`src/ouc_pkg.sv`:
```
// Package of constants and types for the operand addressing unit.
// Functional notes
// - Byte-count copy runs while low count nonzero.
// - Word-count copy uses 16-bit count register.
// - Words of two bytes, operation_field top nibble.
// - Register fields are three or four bits.
// - Extensions 8/16/32 bits, 24-bit zero-padded.
// - Branch condition taken from condition field.
// - Bit ops except test read, modify one bit, write back.
// - Write-only direction register reads as all ones.
// - Bit clear reads the byte before clearing the flag.
// - Eight modes; ALU only register or immediate.
// - Transfers reject PC-relative and memory indirect.
// - Bit ops: direct, indirect or short absolute.
// - Register direct picks byte, word or long.
// - Indirect address is pointer's low 24 bits.
// - Displacement added, 16-bit sign-extended first.
// - Post-increment adds access size to pointer.
// - Short absolute fills upper 16 bits with ones.
package ouc_pkg;
  typedef logic [23:0] ouc_addr_t;
  typedef logic [31:0] ouc_word_t;
  // Operation field codes in the top nibble of the instruction word.
  localparam logic [3:0] OP_NOP    = 4'h0;
  localparam logic [3:0] OP_EA     = 4'h1;
  localparam logic [3:0] OP_ALU    = 4'h2;
  localparam logic [3:0] OP_XFER   = 4'h3;
  localparam logic [3:0] OP_REG    = 4'h4;
  localparam logic [3:0] OP_BCC    = 4'h5;
  localparam logic [3:0] OP_BIT_RD = 4'h6;
  localparam logic [3:0] OP_BIT_RI = 4'h7;
  localparam logic [3:0] OP_BIT_AB = 4'h8;
  localparam logic [3:0] OP_COPY   = 4'h9;
  // Addressing modes.
  localparam logic [2:0] M_REG  = 3'h0;
  localparam logic [2:0] M_IND  = 3'h1;
  localparam logic [2:0] M_DISP = 3'h2;
  localparam logic [2:0] M_INC  = 3'h3;
  localparam logic [2:0] M_ABS  = 3'h4;
  localparam logic [2:0] M_IMM  = 3'h5;
  localparam logic [2:0] M_PCR  = 3'h6;
  localparam logic [2:0] M_MIND = 3'h7;
  // Bit operation kinds.
  localparam logic [2:0] B_SET = 3'h0;
  localparam logic [2:0] B_CLR = 3'h1;
  localparam logic [2:0] B_NOT = 3'h2;
  localparam logic [2:0] B_ST  = 3'h3;
  localparam logic [2:0] B_IST = 3'h4;
  localparam logic [2:0] B_TST = 3'h5;
  // Extension sizes.
  localparam logic [1:0] X_8  = 2'h0;
  localparam logic [1:0] X_16 = 2'h1;
  localparam logic [1:0] X_24 = 2'h2;
  localparam logic [1:0] X_32 = 2'h3;
  // Fixed register roles of the block copy.
  localparam logic [2:0] CNT_REG = 3'h4;
  localparam logic [2:0] SRC_REG = 3'h5;
  localparam logic [2:0] DST_REG = 3'h6;
  localparam ouc_addr_t  WO_DIR_ADDR = 24'hffff20;
  localparam logic [7:0] WO_READ     = 8'hff;
  localparam logic [15:0] SHORT_HI   = 16'hffff;
  localparam ouc_word_t  GR_RST      = 32'h0000_0000;
  typedef enum logic [5:0] {
    S_IDLE = 6'h01,
    S_BRD  = 6'h02,
    S_BWR  = 6'h04,
    S_CCHK = 6'h08,
    S_CRD  = 6'h10,
    S_CWR  = 6'h20
  } ouc_st_t;
endpackage

```
`src/ouc_unit.sv`:
```
// Decode, address generation, bit read-modify-write and block copy.
`timescale 1ns/100ps
module ouc_unit (
  input  wire logic             core_clk_i,
  input  wire logic             reset_n_i,
  input  wire logic             instr_valid_i,
  input  wire logic [15:0]      instr_word_i,
  input  wire ouc_pkg::ouc_word_t ext_i,
  input  wire logic [1:0]       ext_size_i,
  input  wire logic [3:0]       flags_i,
  input  wire logic             reg_wr_i,
  input  wire logic [2:0]       reg_idx_i,
  input  wire ouc_pkg::ouc_word_t reg_wdata_i,
  input  wire logic [7:0]       mem_rdata_i,
  input  wire logic             mem_ack_i,
  output logic                  ready_o,
  output logic                  done_o,
  output logic                  illegal_o,
  output logic                  taken_o,
  output ouc_pkg::ouc_word_t    ea_o,
  output ouc_pkg::ouc_word_t    operand_o,
  output logic                  mem_req_o,
  output logic                  mem_we_o,
  output ouc_pkg::ouc_addr_t    mem_addr_o,
  output logic [7:0]            mem_wdata_o
);
  import ouc_pkg::*;

  typedef struct packed {
    ouc_st_t             st;
    logic [7:0][31:0]    gr;
    logic [15:0]         iw;
    ouc_addr_t           addr;
    logic [7:0]          data;
    ouc_addr_t           rd_addr;
    logic [7:0]          rd_data;
    logic                req;
    logic                we;
    logic                done;
    logic                illegal;
    logic                taken;
    ouc_word_t           ea;
    ouc_word_t           operand;
  } ouc_reg_t;

  ouc_reg_t s;
  ouc_reg_t n;

  function automatic ouc_word_t ext_val(input ouc_word_t x,
                                        input logic [1:0] sz);
    unique case (sz)
      X_8:  ext_val = {24'h00_0000, x[7:0]};
      X_16: ext_val = {16'h0000, x[15:0]};
      X_24: ext_val = {8'h00, x[23:0]};
      default: ext_val = x;
    endcase
  endfunction

  // condition evaluation, flags are N Z V C from high to low.
  function automatic logic cond_met(input logic [3:0] cc,
                                    input logic [3:0] f);
    logic nv;
    nv = f[3] ^ f[1];
    unique case (cc[3:1])
      3'h0: cond_met = 1'b1;
      3'h1: cond_met = ~(f[0] | f[2]);
      3'h2: cond_met = ~f[0];
      3'h3: cond_met = ~f[2];
      3'h4: cond_met = ~f[1];
      3'h5: cond_met = ~f[3];
      3'h6: cond_met = ~nv;
      default: cond_met = ~(f[2] | nv);
    endcase
    if (cc[0]) begin
      cond_met = ~cond_met;
    end
  endfunction

  function automatic logic [7:0] mod_bit(input logic [2:0] k,
                                         input logic [7:0] b,
                                         input logic [2:0] bn,
                                         input logic c);
    logic [7:0] m;
    m = 8'h01 << bn;
    unique case (k)
      B_SET: mod_bit = b | m;
      B_CLR: mod_bit = b & ~m;
      B_NOT: mod_bit = b ^ m;
      B_ST:  mod_bit = c ? (b | m) : (b & ~m);
      B_IST: mod_bit = c ? (b & ~m) : (b | m);
      default: mod_bit = b;
    endcase
  endfunction

  // field split of the first instruction word
  logic [3:0] opf;
  logic [3:0] sub;
  logic [3:0] ra;
  logic [3:0] rb;
  logic [2:0] mode;
  logic [2:0] bkind;
  logic [2:0] bnum;
  logic [7:0] rbyte;
  logic [15:0] cnt;
  ouc_word_t xv;
  ouc_word_t disp;
  ouc_word_t dsum;
  assign opf   = instr_word_i[15:12];
  assign sub   = instr_word_i[11:8];
  assign ra    = instr_word_i[7:4];
  assign rb    = instr_word_i[3:0];
  assign mode  = sub[3:1];
  assign bkind = s.iw[11:9];
  assign xv    = ext_val(ext_i, ext_size_i);
  assign disp  = (ext_size_i == X_16) ? {{16{ext_i[15]}}, ext_i[15:0]}
                                      : {8'h00, ext_i[23:0]};
  assign dsum  = s.gr[ra[2:0]] + disp;
  // four-bit field picks high or low byte
  assign rbyte = ra[3] ? s.gr[ra[2:0]][7:0] : s.gr[ra[2:0]][15:8];
  // bit number from register or immediate
  assign bnum  = sub[0] ? s.gr[rb[2:0]][2:0] : rb[2:0];
  // count width follows the copy size
  assign cnt   = s.iw[8] ? s.gr[CNT_REG][15:0]
                         : {8'h00, s.gr[CNT_REG][7:0]};

  always_comb begin
    n = s;
    n.done = 1'b0;
    n.illegal = 1'b0;
    if (s.st == S_IDLE && reg_wr_i) begin
      n.gr[reg_idx_i] = reg_wdata_i;
    end
    unique case (s.st)
      S_IDLE: begin
        if (instr_valid_i) begin
          n.iw = instr_word_i;
          n.done = 1'b1;
          unique case (opf)
            OP_NOP: ;
            OP_EA: begin
              unique case (mode)
                M_IND:  n.ea = {8'h00, s.gr[ra[2:0]][23:0]};
                M_DISP: n.ea = {8'h00, dsum[23:0]};
                M_ABS:  n.ea = (ext_size_i == X_8) ?
                               {8'h00, SHORT_HI, ext_i[7:0]} : xv;
                M_IMM:  n.ea = xv;
                default: n.illegal = 1'b1;
              endcase
            end
            // ALU operands register or immediate only
            OP_ALU: begin
              if (mode == M_REG) begin
                n.operand = s.gr[ra[2:0]];
              end else if (mode == M_IMM) begin
                n.operand = xv;
              end else begin
                n.illegal = 1'b1;
              end
            end
            OP_XFER: n.illegal = (mode == M_PCR) || (mode == M_MIND);
            // byte, word half or full register
            OP_REG: begin
              unique case (sub[1:0])
                2'h0: n.operand = {24'h00_0000, rbyte};
                2'h1: n.operand = ra[3] ? {16'h0000, s.gr[ra[2:0]][31:16]}
                                        : {16'h0000, s.gr[ra[2:0]][15:0]};
                default: n.operand = s.gr[ra[2:0]];
              endcase
            end
            OP_BCC: n.taken = cond_met(sub, flags_i);
            OP_BIT_RD, OP_BIT_RI, OP_BIT_AB: begin
              // register bit number only for set/clear/invert/test
              if (sub[0] && !(sub[3:1] == B_SET || sub[3:1] == B_CLR ||
                              sub[3:1] == B_NOT || sub[3:1] == B_TST)) begin
                n.illegal = 1'b1;
              end else if (opf == OP_BIT_RD) begin
                n.operand = {31'h0, rbyte[bnum]};
                if (ra[3]) begin
                  n.gr[ra[2:0]][7:0] =
                    mod_bit(sub[3:1], rbyte, bnum, flags_i[0]);
                end else begin
                  n.gr[ra[2:0]][15:8] =
                    mod_bit(sub[3:1], rbyte, bnum, flags_i[0]);
                end
              end else begin
                n.done = 1'b0;
                n.iw[2:0] = bnum;
                n.addr = (opf == OP_BIT_AB) ? {SHORT_HI, ext_i[7:0]}
                                            : s.gr[ra[2:0]][23:0];
                n.req = 1'b1;
                n.we = 1'b0;
                n.st = S_BRD;
              end
            end
            OP_COPY: begin
              n.done = 1'b0;
              n.st = S_CCHK;
            end
            default: n.illegal = 1'b1;
          endcase
        end
      end
      S_BRD: begin
        if (mem_ack_i) begin
          // write-only direction register reads as ones
          n.rd_data = (s.addr == WO_DIR_ADDR) ? WO_READ : mem_rdata_i;
          n.rd_addr = s.addr;
          n.operand = {31'h0, n.rd_data[s.iw[2:0]]};
          // bit clear writes flag back after reading the byte
          n.data = mod_bit(bkind, n.rd_data, s.iw[2:0], flags_i[0]);
          if (bkind == B_TST) begin
            n.req = 1'b0;
            n.done = 1'b1;
            n.st = S_IDLE;
          end else begin
            n.we = 1'b1;
            n.st = S_BWR;
          end
        end
      end
      S_BWR, S_CWR: begin
        if (mem_ack_i) begin
          n.req = 1'b0;
          n.we = 1'b0;
          if (s.st == S_BWR) begin
            n.done = 1'b1;
            n.st = S_IDLE;
          end else begin
            n.gr[DST_REG] = s.gr[DST_REG] + 32'h1;
            if (s.iw[8]) begin
              n.gr[CNT_REG][15:0] = cnt - 16'h1;
            end else begin
              n.gr[CNT_REG][7:0] = cnt[7:0] - 8'h01;
            end
            n.st = S_CCHK;
          end
        end
      end
      S_CCHK: begin
        if (cnt == 16'h0000) begin
          n.done = 1'b1;
          n.st = S_IDLE;
        end else begin
          n.addr = s.gr[SRC_REG][23:0];
          n.req = 1'b1;
          n.we = 1'b0;
          n.st = S_CRD;
        end
      end
      S_CRD: begin
        if (mem_ack_i) begin
          n.data = mem_rdata_i;
          n.gr[SRC_REG] = s.gr[SRC_REG] + 32'h1;
          n.addr = s.gr[DST_REG][23:0];
          n.we = 1'b1;
          n.st = S_CWR;
        end
      end
    endcase
  end

  always_ff @(posedge core_clk_i or negedge reset_n_i) begin
    if (!reset_n_i) begin
      s <= '0;
      s.st <= S_IDLE;
      s.gr <= {8{GR_RST}};
    end else begin
      s <= n;
    end
  end

  // One-hot state: bit 0 is the idle state, so ready comes from a flop.
  assign ready_o     = s.st[0];
  assign done_o      = s.done;
  assign illegal_o   = s.illegal;
  assign taken_o     = s.taken;
  assign ea_o        = s.ea;
  assign operand_o   = s.operand;
  assign mem_req_o   = s.req;
  assign mem_we_o    = s.we;
  assign mem_addr_o  = s.addr;
  assign mem_wdata_o = s.data;
endmodule // ouc_unit

```
`config.mk`:
```
export PLATFORM = sky130hd
export DESIGN_NAME = ouc_unit
export DESIGN_NICKNAME = d
export VERILOG_FILES = /design/src/ouc_pkg.sv /design/src/ouc_unit.sv
export SDC_FILE = /design/constraint.sdc
export NUM_CORES = 1
export LEC_CHECK = 0
export ABC_CLOCK_PERIOD_IN_PS = 5670
export BUFFER_PORTS_ARGS = -buffer_cell sky130_fd_sc_hd__buf_2
export CAP_MARGIN = 10
export CORE_MARGIN = 1.5
export CORE_UTILIZATION = 30
export CTS_CLUSTER_SIZE = 20
export DETAILED_ROUTE_END_ITERATION = 8
export GPL_ROUTABILITY_DRIVEN = 0
export PLACE_DENSITY_LB_ADDON = 0.12
export SLEW_MARGIN = 20
export SYNTH_ARGS = -nofsm -noshare
export SYNTH_HDL_FRONTEND = slang
export SYNTH_SLANG_ARGS = --single-unit
```
`constraint.sdc`:
```
create_clock -name core_clk_i -period 5.67 [get_ports core_clk_i]
set_clock_uncertainty 0.15 [all_clocks]
set_input_delay 0.8505 -clock core_clk_i [delete_from_list [all_inputs] [get_ports core_clk_i]]
set_output_delay 0.8505 -clock core_clk_i [all_outputs]
set_load 0.01 [all_outputs]
```
==> flow_metrics.tcl <==
set metrics [dict create \
    die_w_um 296 \
    swShare_pct 41.2 \
    reg2reg_from "s[315]" \
    grt_use_met1_pct 32.9 \
    yosysTopAreaCell "dfrtp_1" \
    fin_area_um2 29000 \
    reg2reg_to "ea_o[23]" \
    p_leak_uw 0.0128 \
    grt_max_degree 131 \
    r2r_cells 12 \
    initial_utilization_pct 30.3 \
    combPwrFrac_pct 40.2 \
    io_buffers 202 \
    drv_slew 0 \
    preCtsSetupSlack_ns 0.525 \
    end_kind "flop" \
    io_pins 204 \
    p_switching_uw 5330 \
    vias 23700 \
    grt_usage_pct 24.6 \
    drive_gt1_share_pct 21.7 \
    ctsHoldBuffers 0 \
    ir_drop_uv 221 \
    critical_path_class "input pin to flop" \
    die_area_um2 87600 \
    antenna_found_initial 13 \
    cts_buffers 48 \
    clock-sinks 370 \
    ys_types 101 \
    layout_min_cycle_time_ns 4.61 \
    htree_levels 2 \
    seqPwrFrac_pct 36.6 \
    avgSynthCellArea_um2 8.88 \
    yosys_warnings 0 \
    hold_viol_final 0 \
    dpl_cell_area_um2 27500 \
    postSynth.asyncResetShare_pct 100 \
    place_hpwl_mm 78.4 \
    fin_nets 3099 \
    cpMostUsedCell "buf_4" \
    power.density_cell_area_nw_per_um2 446 \
    synth_ff_type "dfrtp_1" \
    synth_cells 2898 \
    drc_errors 0 \
    crit_buf_inv 4 \
    cpPeakStageDelay_ns 0.63 \
    drt_iter0_drc 2066 \
    cts_setup_buffers 0 \
    insertion_delay_ns 0.61 \
    r2r_setup_slack_ns 1.33 \
    cp_max_fo 29 \
    viasPerCell 5.74 \
    gr-max-usage-layer "met2" \
    grt_pass1_vias 23200 \
    first_pass_iters 8 \
    tightestPinTransition_ns 1.28 \
    grt_pass1_wl_mm 160 \
    cap_violations 0 \
    clkTransAtPathRegs_ns 0.06 \
    globalRouteMet3Util_pct 5.26 \
    grt_overflow 0 \
    required_ns 6.02 \
    synth_nets 3059 \
    fmaxAchievable_mhz 217 \
    cts_resized 0 \
    critical-path-top-delay-family "compound AO/OA/AOI/OAI gates" \
    wire_per_inst_um 26.5 \
    clock-root-buffer "clkbuf_16" \
    synthesis.area_um2 25700 \
    cts_buffer_depth 3 \
    synth_edf_count 0 \
    pwr-share-clk_pct 23.2 \
    ys_top_cells_by_area "dfrtp_1 36%, mux2_2 8.0%, nand2_1 5.1%" \
    status "finished clean" \
    cpMaxStageDelayCell "a2111oi_0" \
    layout_setup_ws_ns 1.06 \
    tns_ns 0 \
    syn_to_final_growth_pct 12.7 \
    power.internal_uw 7610 \
    postRouteAntennaNets 0 \
    rsz0062_at_grt "false" \
    critPathArrivalTime_ns 4.96 \
    synth_top_area_share_pct 35.9 \
    core_area_um2 85000 \
    die_h_um 296 \
    max_slew_margin_pct 13.8 \
    met2_usage_pct 39.6 \
    finalSetupViolCount 0 \
    holdCritPathClass "input pin to async pin" \
    wl_mm 109 \
    cp-start-kind "input pin" \
    seq_area_frac_synth_pct 36.0 \
    post-route-period-util_pct 81.4 \
    row_count 107 \
    cts_tree "yes" \
    whs_ns 0.0695 \
    synth-seq-cells 370 \
    cp_cell_sequence "buf_4 -> buf_4 -> nor2_1 -> buf_4 -> o2bb2ai_1 -> a221oi_2 -> inv_1 -> ha_1 -> a211oi_1 -> o21ai_0 -> a211oi_1 -> nor2_1 -> a2111oi_0 -> or4_1 -> nand3_1" \
]
==> logic make-up (layout without fill, tap and decap cells) <==
family / count (synthesis) / count (layout) / share of synthesized area, %
XOR/XNOR: 54 / 54 / 1.84
AO/OA/AOI/OAI: 837 / 837 / 21.7
multiplexers: 276 / 276 / 13.1
flip-flops: 370 / 370 / 36.0
other: 0 / 8 / 0
adder cells (fa/ha/maj): 59 / 59 / 2.90
AND/OR/NAND/NOR: 934 / 934 / 17.2
buffers and inverters: 368 / 441 / 7.32
==> cell type report <==
| type | count | area (µm²) |
|---|---|---|
| sequential | 370 | 9260 |
| clock buffer | 74 | 1400 |
| fill | 8738 | 56000 |
| clock inverter | 9 | 100 |
| multi-input combinational | 2160 | 14700 |
| timing repair buffer | 302 | 1860 |
| antenna | 8 | 20.0 |
| tap | 1144 | 1430 |
| inverter | 56 | 210 |
==> per-stage QoR <==
| step | util [%] | cells | total power [µW] |
|---|---|---|---|
| floorplan | - | 2898 | 8090 |
| global placement | 32.3 | 4031 | 9750 |
| detailed placement | 32.3 | 4031 | 9880 |
| CTS | 34.1 | 4114 | 13000 |
| global route | 34.1 | 4116 | 13700 |
| finish | 34.1 | 4123 | 12900 |
==> synthesized netlist by cell type (19+ instances only) <==
cell type and number:
and3_1 23, inv_1 52, mux2_2 182, nand4_1 23
nand3_1 70, a22oi_1 36, a221oi_1 27, a211oi_1 70
nand2_1 352, nor2b_1 51, o221ai_1 20, xor2_1 20
mux4_2 29, nor2_1 232, clkbuf_1 125, nand2b_1 25
a31oi_1 28, buf_1 19, a21oi_1 192, xnor2_1 34
buf_4 109, mux2i_1 64, o21ai_0 182, buf_2 55
o211ai_1 55, and2_1 21, dfrtp_1 369, o22ai_1 24
nor3_1 42, ha_1 58, o21ai_1 19
==> how the worst max path moves through the flow <==
stage | start | end | slack, ns | depth (start not counted)
detailed placement | instr_word_i[6] | ea_o[23] | 0.53 | 14
global route | instr_word_i[6] | ea_o[17] | 0.72 | 14
floorplan | instr_word_i[6] | ea_o[22] | 1.20 | 14
global placement | instr_word_i[6] | ea_o[23] | 0.54 | 15
finish | instr_word_i[6] | ea_o[23] | 1.06 | 15
CTS | instr_word_i[6] | ea_o[23] | 1.17 | 14
==> placed cells by master (no fill, tap or decap), types with 21 or more instances in the layout <==
cell	count
a211oi_1	70
a21oi_1	192
a221oi_1	27
a22oi_1	36
a31oi_1	28
and2_1	21
and3_1	23
buf_2	199
buf_4	95
clkbuf_16	49
dfrtp_1	369
ha_1	58
inv_1	52
mux2_2	182
mux2i_1	64
mux4_2	29
nand2_1	352
nand2b_1	25
nand3_1	69
nand4_1	23
nor2_1	231
nor2b_1	51
nor3_1	37
o211ai_1	55
o21ai_0	182
o22ai_1	24
xnor2_1	34
==> routing by layer <==
metal  part of all wire, %  wire [µm]
met1                    43      47000
met2                    46      50400
met3                   8.0       8740
met4                   2.8       3020
met5                 0.057         62
==> worst register-to-register path, cell delays in order (launching register included) <==
cell       delay (ns)
dfrtp_1          0.59
mux2_2           0.37
a22o_1           0.24
a211oi_2         0.63
inv_1            0.15
ha_1             0.38
o21ai_0          0.13
nor3_1           0.11
a211oi_1         0.41
nor2_1           0.16
a2111oi_0        0.63
or4_1            0.21
nand3_1          0.07
==> power groups by stage <==
| stage | Clock (µW) | Sequential (µW) | Combinational (µW) |
|---|---|---|---|
| detailed placement | 0 | 4740 | 5140 |
| global route | 3180 | 4850 | 5720 |
| floorplan | 0 | 4160 | 3920 |
| global placement | 0 | 4700 | 5050 |
| CTS | 3080 | 4700 | 5170 |
| finish | 3000 | 4740 | 5200 |
Power figures use the tool's default switching activity.
